===== config.mk =====
export PLATFORM = sky130hd
export DESIGN_NAME = clid_top
export DESIGN_NICKNAME = d
export VERILOG_FILES = /design/src/clid_pkg.sv /design/src/clid_ram_if.sv /design/src/clid_ram.sv /design/src/clid_top.sv
export VERILOG_INCLUDE_DIRS = /design/src /design/src/src
export SDC_FILE = /design/constraint.sdc
export NUM_CORES = 2
export LEC_CHECK = 0
export BUFFER_PORTS_ARGS = -buffer_cell sky130_fd_sc_hd__buf_4
export CAP_MARGIN = 20
export CORE_AREA = 2 2 392 394
export DETAILED_ROUTE_END_ITERATION = 8
export DIE_AREA = 0 0 394 396
export PLACE_DENSITY = 0.75
export SLEW_MARGIN = 0
export SYNTH_ARGS = -nofsm -noshare
export SYNTH_HDL_FRONTEND = slang
export SYNTH_HIERARCHICAL = 1
export SYNTH_SLANG_ARGS = --single-unit

===== constraint.sdc =====
create_clock -name clk -period 3.6 [get_ports clk]
set_input_delay 0.36 -clock clk [delete_from_list [all_inputs] [get_ports clk]]
set_output_delay 0.36 -clock clk [all_outputs]
set_load 0.005 [all_outputs]

===== src/clid_defines.svh =====
// timing counts, addresses, field positions and reset values of the instruction decoder
`ifndef CLID_DEFINES_SVH
`define CLID_DEFINES_SVH

`define CLID_CLK_NS        4
`define CLID_EXEC_NS       18500
`define CLID_LONG_NS       760000
`define CLID_BLINK_NS      185000000
// least busy times round up, blink interval rounds down
`define CLID_EXEC_CYC      ((`CLID_EXEC_NS + `CLID_CLK_NS - 1) / `CLID_CLK_NS)
`define CLID_LONG_CYC      ((`CLID_LONG_NS + `CLID_CLK_NS - 1) / `CLID_CLK_NS)
`define CLID_BLINK_CYC     (`CLID_BLINK_NS / `CLID_CLK_NS)

`define CLID_SPACE_CODE    8'h20
`define CLID_ONE_LAST      7'h4F
`define CLID_L1_LAST       7'h27
`define CLID_L2_FIRST      7'h40
`define CLID_L2_LAST       7'h67
`define CLID_DRAM_LAST     7'h7F
`define CLID_SPAN_ONE      7'h50
`define CLID_SPAN_TWO      7'h28

`define CLID_BIT_WIDTH     4
`define CLID_BIT_LINES     3
`define CLID_BIT_FONT      2
`define CLID_BIT_SHSEL     3
`define CLID_BIT_SHDIR     2
`define CLID_BIT_DISP      2
`define CLID_BIT_CUR       1
`define CLID_BIT_BLINK     0
`define CLID_BIT_INC       1
`define CLID_BIT_SHEN      0

`define CLID_DUTY_8        2'h0
`define CLID_DUTY_11       2'h1
`define CLID_DUTY_16       2'h2

`define CLID_RST_WIDTH8    1'b1
`define CLID_RST_INC       1'b1

`endif


===== src/clid_pkg.sv =====
// types and address helpers shared by the instruction decoder files
package clid_pkg;
  `include "clid_defines.svh"

  typedef logic [6:0] clid_addr_t;
  typedef logic [7:0] clid_byte_t;

  typedef enum logic [3:0] {
    CI_NONE, CI_CLEAR, CI_HOME, CI_ENTRY, CI_DISP,
    CI_SHIFT, CI_FUNC, CI_GLYPH_ADDR, CI_DRAM_ADDR
  } clid_instr_e;

  // highest set bit picks exactly one instruction
  function automatic clid_instr_e clid_decode(input clid_byte_t b);
    if (b[7])      return CI_DRAM_ADDR;
    else if (b[6]) return CI_GLYPH_ADDR;
    else if (b[5]) return CI_FUNC;
    else if (b[4]) return CI_SHIFT;
    else if (b[3]) return CI_DISP;
    else if (b[2]) return CI_ENTRY;
    else if (b[1]) return CI_HOME;
    else if (b[0]) return CI_CLEAR;
    else           return CI_NONE;
  endfunction

  // address counter step, jumping the gap between the two lines
  function automatic clid_addr_t clid_step(input clid_addr_t a, input logic up,
                                           input logic glyph, input logic two);
    if (glyph)
      return up ? {1'b0, a[5:0] + 6'h01} : {1'b0, a[5:0] - 6'h01};
    if (two) begin
      if (up)
        return (a == `CLID_L1_LAST) ? `CLID_L2_FIRST :
               (a == `CLID_L2_LAST) ? 7'h00 : a + 7'h01;
      return (a == `CLID_L2_FIRST) ? `CLID_L1_LAST :
             (a == 7'h00) ? `CLID_L2_LAST : a - 7'h01;
    end
    if (up)
      return (a == `CLID_ONE_LAST) ? 7'h00 : a + 7'h01;
    return (a == 7'h00) ? `CLID_ONE_LAST : a - 7'h01;
  endfunction

  // display window offset; every line moves by the same amount
  function automatic clid_addr_t clid_pan(input clid_addr_t o, input logic left,
                                          input logic two);
    clid_addr_t span;
    span = two ? `CLID_SPAN_TWO : `CLID_SPAN_ONE;
    if (left)
      return (o >= span - 7'h01) ? 7'h00 : o + 7'h01;
    return (o == 7'h00) ? span - 7'h01 : o - 7'h01;
  endfunction
endpackage


===== src/clid_ram_if.sv =====
// port between the decoder and its character memory
`timescale 1ns/100ps
interface clid_ram_if;
  logic       we;
  logic [7:0] addr;
  logic [7:0] wdata;
  logic [7:0] rdata;

  modport ctrl (output we, output addr, output wdata, input rdata);
  modport mem  (input we, input addr, input wdata, output rdata);
endinterface


===== src/clid_ram.sv =====
// single-port character memory: display bytes low half, glyph rows high half
`timescale 1ns/100ps
module clid_ram #(
  parameter int DEPTH = 256
) (
  input  wire logic    clk,
  clid_ram_if.mem      port
);
  import clid_pkg::*;

  logic [7:0] mem_q [DEPTH];
  logic [7:0] rdata_r;

  // read data always registered; contents carry no reset
  always_ff @(posedge clk) begin
    if (port.we)
      mem_q[port.addr] <= port.wdata;
    rdata_r <= mem_q[port.addr];
  end

  assign port.rdata = rdata_r;
endmodule


===== src/clid_top.sv =====
// instruction decoder and execution control of the character display controller
//////////////////////////////////////////////////////////////////////////////
// Function
// [RULE1] clear: space into all display ram, counter zero, home, increment direction, 0.76 ms
// [RULE2] home: counter zero, undo display shift, ram untouched, low bit ignored, 0.76 ms
// [RULE3] entry direction bit: 1 steps counter up, 0 down, also for glyph ram
// [RULE4] shift-with-entry: display ram write shifts display by direction; else no shift
// [RULE5] display enable blanks or shows display, ram contents kept
// [RULE6] cursor enable shows or hides cursor, entry direction untouched
// [RULE7] blink enable alternates cursor cell all-lit and character every 185 ms
// [RULE8] shift instruction: cursor left/right with counter step, or display left/right
// [RULE9] display shift keeps counter and moves all lines together
// [RULE10] two-line mode: cursor past end of line one wraps to line two
// [RULE11] function set latches interface width: 1 eight-bit, 0 two nibbles
// [RULE12] host sets width bit to one when a serial interface is used
// [RULE13] line and font bits select one-line 1/8, 1/11, or two-line 1/16 duty
// [RULE14] bits 7:6 = 01 load six-bit glyph ram address into counter
// [RULE15] bit 7 set loads seven-bit display ram address into counter
// [RULE16] one-line mode display addresses run 0x00 to 0x4F contiguously
// [RULE17] two-line mode: 0x00-0x27 and 0x40-0x67, counter jumps the gap
// [RULE18] status read returns busy on bit 7 and counter on bits 6:0, no delay
// [RULE19] data write stores into selected ram, data read returns it; 18.5 us each
// [RULE20] counter moves by one in entry direction after every ram access; a data read while busy returns the byte but leaves the counter
// [RULE21] while busy the flag reads high and instructions are not accepted
// [RULE22] four-bit mode: high nibble first on upper lines, busy after second
// [RULE23] instruction decoded by its most significant set bit
// [RULE24] busy held for each instruction's execution time in clock cycles
//////////////////////////////////////////////////////////////////////////////
`timescale 1ns/100ps
`include "clid_defines.svh"
module clid_top #(
  parameter int EXEC_CYC  = `CLID_EXEC_CYC,
  parameter int LONG_CYC  = `CLID_LONG_CYC,
  parameter int BLINK_CYC = `CLID_BLINK_CYC
) (
  input  wire logic              clk,
  input  wire logic              rst_b,
  input  wire logic              register_select,
  input  wire logic              wr_stb,
  input  wire logic              rd_stb,
  input  wire clid_pkg::clid_byte_t wr_data,
  output logic [7:0]             rd_data,
  output logic                   busy_flag,
  output clid_pkg::clid_addr_t   address_counter,
  output logic                   glyph_select,
  output logic                   display_on,
  output logic                   cursor_on,
  output logic                   cursor_all_lit,
  output clid_pkg::clid_addr_t   display_shift,
  output logic                   two_line_mode,
  output logic                   font_tall,
  output logic [1:0]             duty_code,
  output logic                   interface_width_bit,
  output logic                   entry_increment,
  output logic                   entry_shift
);
  import clid_pkg::*;

  localparam int BW = $clog2(LONG_CYC + 1);
  localparam int KW = $clog2(BLINK_CYC + 1);

  typedef struct packed {
    logic [BW-1:0] busy_cnt;
    logic          busy;
    logic [KW-1:0] blink_cnt;
    logic          blink_ph;
    clid_addr_t    ac;
    logic          glyph;
    logic          inc;
    logic          shift_en;
    logic          disp_on;
    logic          cur_on;
    logic          blink_on;
    logic          width8;
    logic          two_line;
    logic          font11;
    logic [1:0]    duty;
    clid_addr_t    pan;
    logic          wr_nib;
    logic [3:0]    wr_hi;
    logic          rd_nib;
    logic          clr_act;
    clid_addr_t    clr_addr;
    logic          mem_we;
    logic [7:0]    mem_addr;
    clid_byte_t    mem_wd;
    logic          fetch_req;
    logic [1:0]    fetch;
    clid_byte_t    dhr;
    clid_byte_t    rd_q;
  } clid_state_s;

  clid_state_s s_r;
  clid_state_s s_nxt;
  logic        rst_m_r;
  logic        rst_sync_r;

  clid_ram_if ram_if ();

  clid_ram #(
    .DEPTH (256)
  ) u_ram (
    .clk  (clk),
    .port (ram_if)
  );

  //////////////////////////////////////////////////////////////////////////////
  // reset release, two flops
  always_ff @(posedge clk or negedge rst_b) begin
    if (!rst_b) begin
      rst_m_r    <= 1'b0;
      rst_sync_r <= 1'b0;
    end else begin
      rst_m_r    <= 1'b1;
      rst_sync_r <= rst_m_r;
    end
  end

  // glyph ram sits in the upper half of the shared memory
  function automatic logic [7:0] ram_loc(input clid_addr_t a, input logic g);
    return g ? {2'h2, a[5:0]} : {1'b0, a};
  endfunction

  //////////////////////////////////////////////////////////////////////////////
  // next state
  always_comb begin
    logic       go;
    clid_byte_t b;
    clid_byte_t val;
    logic       rd_done;
    go      = 1'b0;
    b       = 8'h00;
    val     = 8'h00;
    rd_done = 1'b0;
    s_nxt   = s_r;

    s_nxt.mem_we = 1'b0;
    // read data cleared outside its cycle so a stale byte never looks fresh
    s_nxt.rd_q   = 8'h00;
    // prefetch pipe: address out, memory read, data register, three edges
    // behind the request; the busy time hides this from a polling host
    s_nxt.fetch  = {s_r.fetch[0], 1'b0};
    if (s_r.fetch[1])
      s_nxt.dhr = ram_if.rdata;

    // busy countdown: preloaded with the count minus one, so the flag stands
    // exactly the full count; a longer count only delays the next write
    if (s_r.busy) begin
      if (s_r.busy_cnt == '0)
        s_nxt.busy = 1'b0; // [RULE24]
      else
        s_nxt.busy_cnt = s_r.busy_cnt - BW'(1);
    end

    // clear walks the whole display half while busy masks all writes
    // all 128 cells, mapped or not, so the long busy must exceed 128 cycles
    if (s_r.clr_act) begin
      s_nxt.mem_we   = 1'b1; // [RULE1]
      s_nxt.mem_addr = {1'b0, s_r.clr_addr};
      s_nxt.mem_wd   = `CLID_SPACE_CODE;
      s_nxt.clr_addr = s_r.clr_addr + 7'h01;
      if (s_r.clr_addr == `CLID_DRAM_LAST)
        s_nxt.clr_act = 1'b0;
    end else if (s_r.fetch_req) begin
      // prefetch one cycle after any write so the two never collide
      s_nxt.fetch_req = 1'b0;
      s_nxt.mem_addr  = ram_loc(s_r.ac, s_r.glyph);
      s_nxt.fetch[0]  = 1'b1;
    end

    // blink timer idles at zero while blinking is off
    // re-enabling always starts on the stored character, not the lit cell
    if (!s_r.blink_on) begin
      s_nxt.blink_cnt = '0; // [RULE7]
      s_nxt.blink_ph  = 1'b0;
    end else if (s_r.blink_cnt == KW'(BLINK_CYC - 1)) begin
      s_nxt.blink_cnt = '0; // [RULE7]
      s_nxt.blink_ph  = ~s_r.blink_ph;
    end else begin
      s_nxt.blink_cnt = s_r.blink_cnt + KW'(1);
    end

    //////////////////////////////////////////////////////////////////////////
    // write strobes: nibble pairing, refused whole while busy
    // a refused first nibble is lost; the host polls before sending both halves
    if (wr_stb && !s_r.busy) begin // [RULE21]
      if (s_r.width8) begin
        go = 1'b1;
        b  = wr_data;
      end else if (!s_r.wr_nib) begin
        s_nxt.wr_hi  = wr_data[7:4]; // [RULE22]
        s_nxt.wr_nib = 1'b1;
      end else begin
        go           = 1'b1; // [RULE22]
        b            = {s_r.wr_hi, wr_data[7:4]};
        s_nxt.wr_nib = 1'b0;
      end
    end

    if (go) begin
      s_nxt.busy     = 1'b1; // [RULE24]
      s_nxt.busy_cnt = BW'(EXEC_CYC - 1);
      if (register_select) begin
        s_nxt.mem_we    = 1'b1; // [RULE19]
        s_nxt.mem_addr  = ram_loc(s_r.ac, s_r.glyph);
        s_nxt.mem_wd    = b;
        s_nxt.ac        = clid_step(s_r.ac, s_r.inc, s_r.glyph, s_r.two_line); // [RULE20]
        s_nxt.fetch_req = 1'b1;
        if (s_r.shift_en && !s_r.glyph)
          s_nxt.pan = clid_pan(s_r.pan, s_r.inc, s_r.two_line); // [RULE4]
      end else begin
        case (clid_decode(b)) // [RULE23]
          CI_CLEAR: begin
            s_nxt.busy_cnt = BW'(LONG_CYC - 1); // [RULE1]
            s_nxt.clr_act  = 1'b1;
            s_nxt.clr_addr = 7'h00;
            s_nxt.ac       = 7'h00;
            s_nxt.glyph    = 1'b0;
            s_nxt.pan      = 7'h00;
            s_nxt.inc      = 1'b1;
            s_nxt.fetch_req = 1'b1;
          end
          CI_HOME: begin
            s_nxt.busy_cnt = BW'(LONG_CYC - 1); // [RULE2]
            s_nxt.ac       = 7'h00;
            s_nxt.glyph    = 1'b0;
            s_nxt.pan      = 7'h00;
            s_nxt.fetch_req = 1'b1;
          end
          CI_ENTRY: begin
            s_nxt.inc      = b[`CLID_BIT_INC]; // [RULE3]
            s_nxt.shift_en = b[`CLID_BIT_SHEN]; // [RULE4]
          end
          CI_DISP: begin
            s_nxt.disp_on  = b[`CLID_BIT_DISP]; // [RULE5]
            s_nxt.cur_on   = b[`CLID_BIT_CUR]; // [RULE6]
            s_nxt.blink_on = b[`CLID_BIT_BLINK]; // [RULE7]
          end
          CI_SHIFT: begin
            if (b[`CLID_BIT_SHSEL]) begin
              // counter left alone; one offset serves every line
              s_nxt.pan = clid_pan(s_r.pan, !b[`CLID_BIT_SHDIR], s_r.two_line); // [RULE8] [RULE9]
            end else begin
              s_nxt.ac = clid_step(s_r.ac, b[`CLID_BIT_SHDIR], s_r.glyph, s_r.two_line); // [RULE8] [RULE10]
              s_nxt.fetch_req = 1'b1;
            end
          end
          CI_FUNC: begin
            s_nxt.width8   = b[`CLID_BIT_WIDTH]; // [RULE11]
            s_nxt.two_line = b[`CLID_BIT_LINES]; // [RULE13]
            // two-line mode always uses the short font
            s_nxt.font11   = b[`CLID_BIT_FONT] & ~b[`CLID_BIT_LINES];
            // toggles restart so a width change never leaves a half byte pending
            s_nxt.wr_nib   = 1'b0;
            s_nxt.rd_nib   = 1'b0;
            if (b[`CLID_BIT_LINES])
              s_nxt.duty = `CLID_DUTY_16; // [RULE13]
            else if (b[`CLID_BIT_FONT])
              s_nxt.duty = `CLID_DUTY_11;
            else
              s_nxt.duty = `CLID_DUTY_8;
          end
          CI_GLYPH_ADDR: begin
            s_nxt.ac        = {1'b0, b[5:0]}; // [RULE14]
            s_nxt.glyph     = 1'b1;
            s_nxt.fetch_req = 1'b1;
          end
          CI_DRAM_ADDR: begin
            // addresses outside the mapped lines still step, see clid_step
            s_nxt.ac        = b[6:0]; // [RULE15] [RULE16] [RULE17]
            s_nxt.glyph     = 1'b0;
            s_nxt.fetch_req = 1'b1;
          end
          default: begin
            // an all-zero code does nothing and leaves the flag low
            s_nxt.busy = 1'b0;
          end
        endcase
      end
    end

    //////////////////////////////////////////////////////////////////////////
    // read strobes: status never waits, data reads advance only when idle
    // status and data reads share one nibble toggle; a stray single read in
    // four-bit mode swaps the halves of later reads until a function set
    if (rd_stb) begin
      val = register_select ? s_r.dhr : {s_r.busy, s_r.ac}; // [RULE18] [RULE19]
      if (s_r.width8) begin
        s_nxt.rd_q = val;
        rd_done    = 1'b1;
      end else begin
        s_nxt.rd_q   = s_r.rd_nib ? {val[3:0], 4'h0} : {val[7:4], 4'h0}; // [RULE22]
        s_nxt.rd_nib = ~s_r.rd_nib;
        rd_done      = s_r.rd_nib;
      end
      if (rd_done && register_select && !s_r.busy && !go) begin
        s_nxt.ac        = clid_step(s_r.ac, s_r.inc, s_r.glyph, s_r.two_line); // [RULE20]
        s_nxt.fetch_req = 1'b1;
        s_nxt.busy      = 1'b1; // [RULE19]
        s_nxt.busy_cnt  = BW'(EXEC_CYC - 1);
      end
    end
  end

  //////////////////////////////////////////////////////////////////////////////
  // state register
  // reset leaves eight-bit width so the first function set arrives whole
  always_ff @(posedge clk or negedge rst_sync_r) begin
    if (!rst_sync_r) begin
      s_r          <= '0;
      s_r.width8   <= `CLID_RST_WIDTH8;
      s_r.inc      <= `CLID_RST_INC;
      s_r.duty     <= `CLID_DUTY_8;
    end else begin
      s_r <= s_nxt;
    end
  end

  //////////////////////////////////////////////////////////////////////////////
  // memory port and outputs, all straight from flops
  assign ram_if.we    = s_r.mem_we;
  assign ram_if.addr  = s_r.mem_addr;
  assign ram_if.wdata = s_r.mem_wd;

  assign rd_data             = s_r.rd_q;
  assign busy_flag           = s_r.busy;
  assign address_counter     = s_r.ac;
  assign glyph_select        = s_r.glyph;
  assign display_on          = s_r.disp_on;
  assign cursor_on           = s_r.cur_on;
  // the all-lit phase only exists while blinking is on
  assign cursor_all_lit      = s_r.blink_ph;
  assign display_shift       = s_r.pan;
  assign two_line_mode       = s_r.two_line;
  assign font_tall           = s_r.font11;
  assign duty_code           = s_r.duty;
  assign interface_width_bit = s_r.width8;
  assign entry_increment     = s_r.inc;
  assign entry_shift         = s_r.shift_en;
endmodule


==> impl_results.md <==
* Outcome: finished, final reports clean
* First-pass GRT wire length at 308,400 um
* Sequential fraction of the synthesis area at 75.21%
* Post-route DRC at 0
* Area Overhead vs Synth at 14.23%
* Pwr per Cell Area at 748.3 nW/um2
* Synth top area cells: edfxtp_1 (72%), mux4_2 (14%), dfrtp_1 (3.5%), a22oi_1 (2.3%), nor2_1 (1.4%)
* Postcts setup bufs at 0
* Final core occ at 64.83%
* CTS max path bufs at 3
* Via count at 46,190
* Crit path required time at 4.32 ns
* Leading area contributor after synthesis: edfxtp_1
* Sequential Area at 64,730 um2
* Synth Net Count at 4,420
* Pleak at 31.68 nW
* Hold Path Class: input pin to register
* Reg2Reg Depth at 8
* DRC marker count from the first detailed-route iteration at 6,379
* I/O Pins at 47
* Clk pin slew, worst setup/hold paths at 0.06 ns
* DIE HEIGHT at 396 um
* Detail Placement HPWL at 127,100 um
* TritonCTS clock tree: built
* Cells after synthesis at 4,394
* Share of cells above drive strength 1 at 27.74%
* Commonest cells post-synth: edfxtp_1 (2,048), mux4_2 (516), nor2_1 (329)
* Clk_lat worst skew at 0.85 ns
* Hold Fails Final Rpt at 0
* Worst VDD drop at 0.0007176 V
* Core footprint at 151,500 um2
* Fmax at 0.2843 GHz
* Final period utilization at 97.71%
* Final setup violation count at 0
* Placed insts at 6,637
* Port Buf Inserts at 46
* Total GRT Usage at 26.84%
* Number of global-route vias before repair at 45,800
* Type of the worst setup path: register to register
* FFs w/ async S/R, synth at 5.558%
* WHS at 0.06184 ns
* Net count, final at 4,850
* Tmin final at 3.518 ns
* Relative slew margins at 30.25%
* RePlAce Congestion at 0.8815
* Fillcell total at 9,724
* Critical Path Source Type: register
* Critical Path Start: ram_if.addr[0]
* Main flop type after synthesis: edfxtp_1
* Unrepaired setup endpoints after global routing: no
* Post-Syn Area at 86,010 um2
* EDFF count, synth at 2,048
* Clock Sinks at 2,177
* Root Driver: clkbuf_16
* Routed wire length at 208,400 um
* Ys Warns at 6
* CP Max Fanout at 24
* Worst setup EP type: register
* CP arrival at 4.24 ns
* #FFs+latches synth at 2,177
* Initial core utilization at 56.75%
* H-tree Lvls at 4
* Initial antenna violation count at 6
* Crit path to: u_ram/port.rdata[3]
* Slew @ Worst Pin at 1.046 ns
* Die X at 394 um
* Reg2Reg Setup Slack at 0.08 ns
* Worst r2r dst: u_ram/port.rdata[3]
* Top-count cell post-synth: edfxtp_1
* Vias/cell at 6.576
* Max-Cap Viols at 0
* Reg-to-reg startpoint: ram_if.addr[0]
* Max Slew Vio Count at 0
* Num CTS Buffers at 204
* Distinct cells, synth at 79
* Multi-input gate area at 19,870 um2
* Final setup skew at 0.02991 ns
* Final non-filler cell total at 7,024
* Die ar. at 156,000 um2
* Std cell rows at 143
* Largest net degree at the start of global routing at 137
* Grt total ovfl at 0
* WL per Instance at 29.67 um
* Syn_area_per_cell at 19.57 um2
* Final ANT Viol Nets at 0
* Post-synth top area share at 71.50%
* Initial DRT Pass Iterations at 8
registers in the layout, summed over array words and instances, names as in the netlist, 2 cells and up:
register,count
address_counter,7
display_shift,7
duty_code,2
ram_if.addr,8
ram_if.wdata,8
rd_data,8
s_r,69
u_ram/mem_q,2048
u_ram/port.rdata,8
how the worst min path moves through the flow:
stage / cells after the start / from / end / slack, ns
after floorplan: 0 / rst_b / rst_m_r / 0.06
after global placement: 1 / rst_b / rst_m_r / 0.14
after detailed placement: 1 / rst_b / rst_m_r / 0.14
after CTS: 5 / wr_data[3] / duty_code[0] / 0.003
after global routing: 4 / wr_data[3] / ram_if.wdata[3] / 0.04
final: 5 / wr_data[3] / duty_code[0] / 0.06
power by group:
group          switching, mW  internal [mW]  leakage, nW
Sequential              1.52           31.3         20.3
Combinational           12.1           7.74         8.28
Clock                   9.24           11.7         3.15
layout by cell type, fill, tap and decap left out, types with 10 or more instances in the layout:
cell           instances
nor2b_1               11
mux2_2                17
xnor2_1               31
buf_12                46
inv_1                 18
dfrtp_1              108
nor3_1                51
nor2_1               328
xor2_1                31
o21ai_0               60
ha_1                  13
a22oi_1              265
bufinv_16             14
clkbuf_1              59
buf_4                469
nand2b_1              10
a21oi_1              176
dfrtp_4               11
clkbuf_16            204
and2_1                17
clkinv_2              36
nor3b_1               13
clkinv_1              32
nand4_1               15
edfxtp_1            2048
nand3_1               53
dlygate4sd3_1         11
nand2_1               99
mux4_2               516
o41ai_1               26
mux2i_1               14
metal layers:
| layer | GRT usage [%] | routed length [um] |
|---|---|---|
| met4 | 9.011 | 7117 |
| met3 | 5.199 | 21510 |
| met2 | 42.80 | 102100 |
| met1 | 37.81 | 77670 |
| met5 | 0 | 36 |
worst max-delay path: stages, from the launching register on:
cell,delay (ns)
dfrtp_4,0.62
buf_12,0.28
buf_12,0.27
mux4_2,0.54
a22oi_1,0.24
a21oi_1,0.16
o41ai_1,0.84
buf_4,0.26
nand4_1,0.09
through the flow:
stage	worst slack (ns)	TNS [ns]	cell area (um2)	power [mW]
after detailed placement	-0.1920	-0.3210	91600	52.79
after CTS	0.008765	0	98220	73.62
after floorplan	-0.3870	-200.71	86020	45.23
after global routing	0.02072	0	98250	75.96
final	0.08235	0	98250	73.52
after global placement	-0.1210	-0.2412	91600	52.38
cell type report:
class,count,area share (%)
Tap cell,2030,2.585
Inverter,21,0.08023
Antenna cell,1,0.002547
Sequential cell,2177,65.88
Timing Repair Buffer,527,4.638
Clock buffer,270,5.519
Multi-Input combinational cell,1893,20.22
Clock inverter,105,1.072
cell families after synthesis:
| logic type | after synthesis | share of synthesized area [%] |
|---|---|---|
| other | 1 | 0.004360 |
| buffers and inverters | 324 | 1.798 |
| xor gates and xnor gates | 62 | 0.6313 |
| DFF | 2177 | 75.21 |
| adders and majority gates | 13 | 0.1891 |
| muxes | 548 | 13.92 |
| AOI/OAI and AO/OA | 613 | 4.760 |
| and+or+nand+nor | 656 | 3.483 |
what timing repair did:
action                                 4_1_cts  5_1_grt
pin swaps                                    0        0
endpoints found under the hold margin       20        0
gates resized for setup                      4        4
setup endpoints to repair                    3        3
hold buffers                                11        0
No activity file was read; power rests on OpenSTA's default activity.
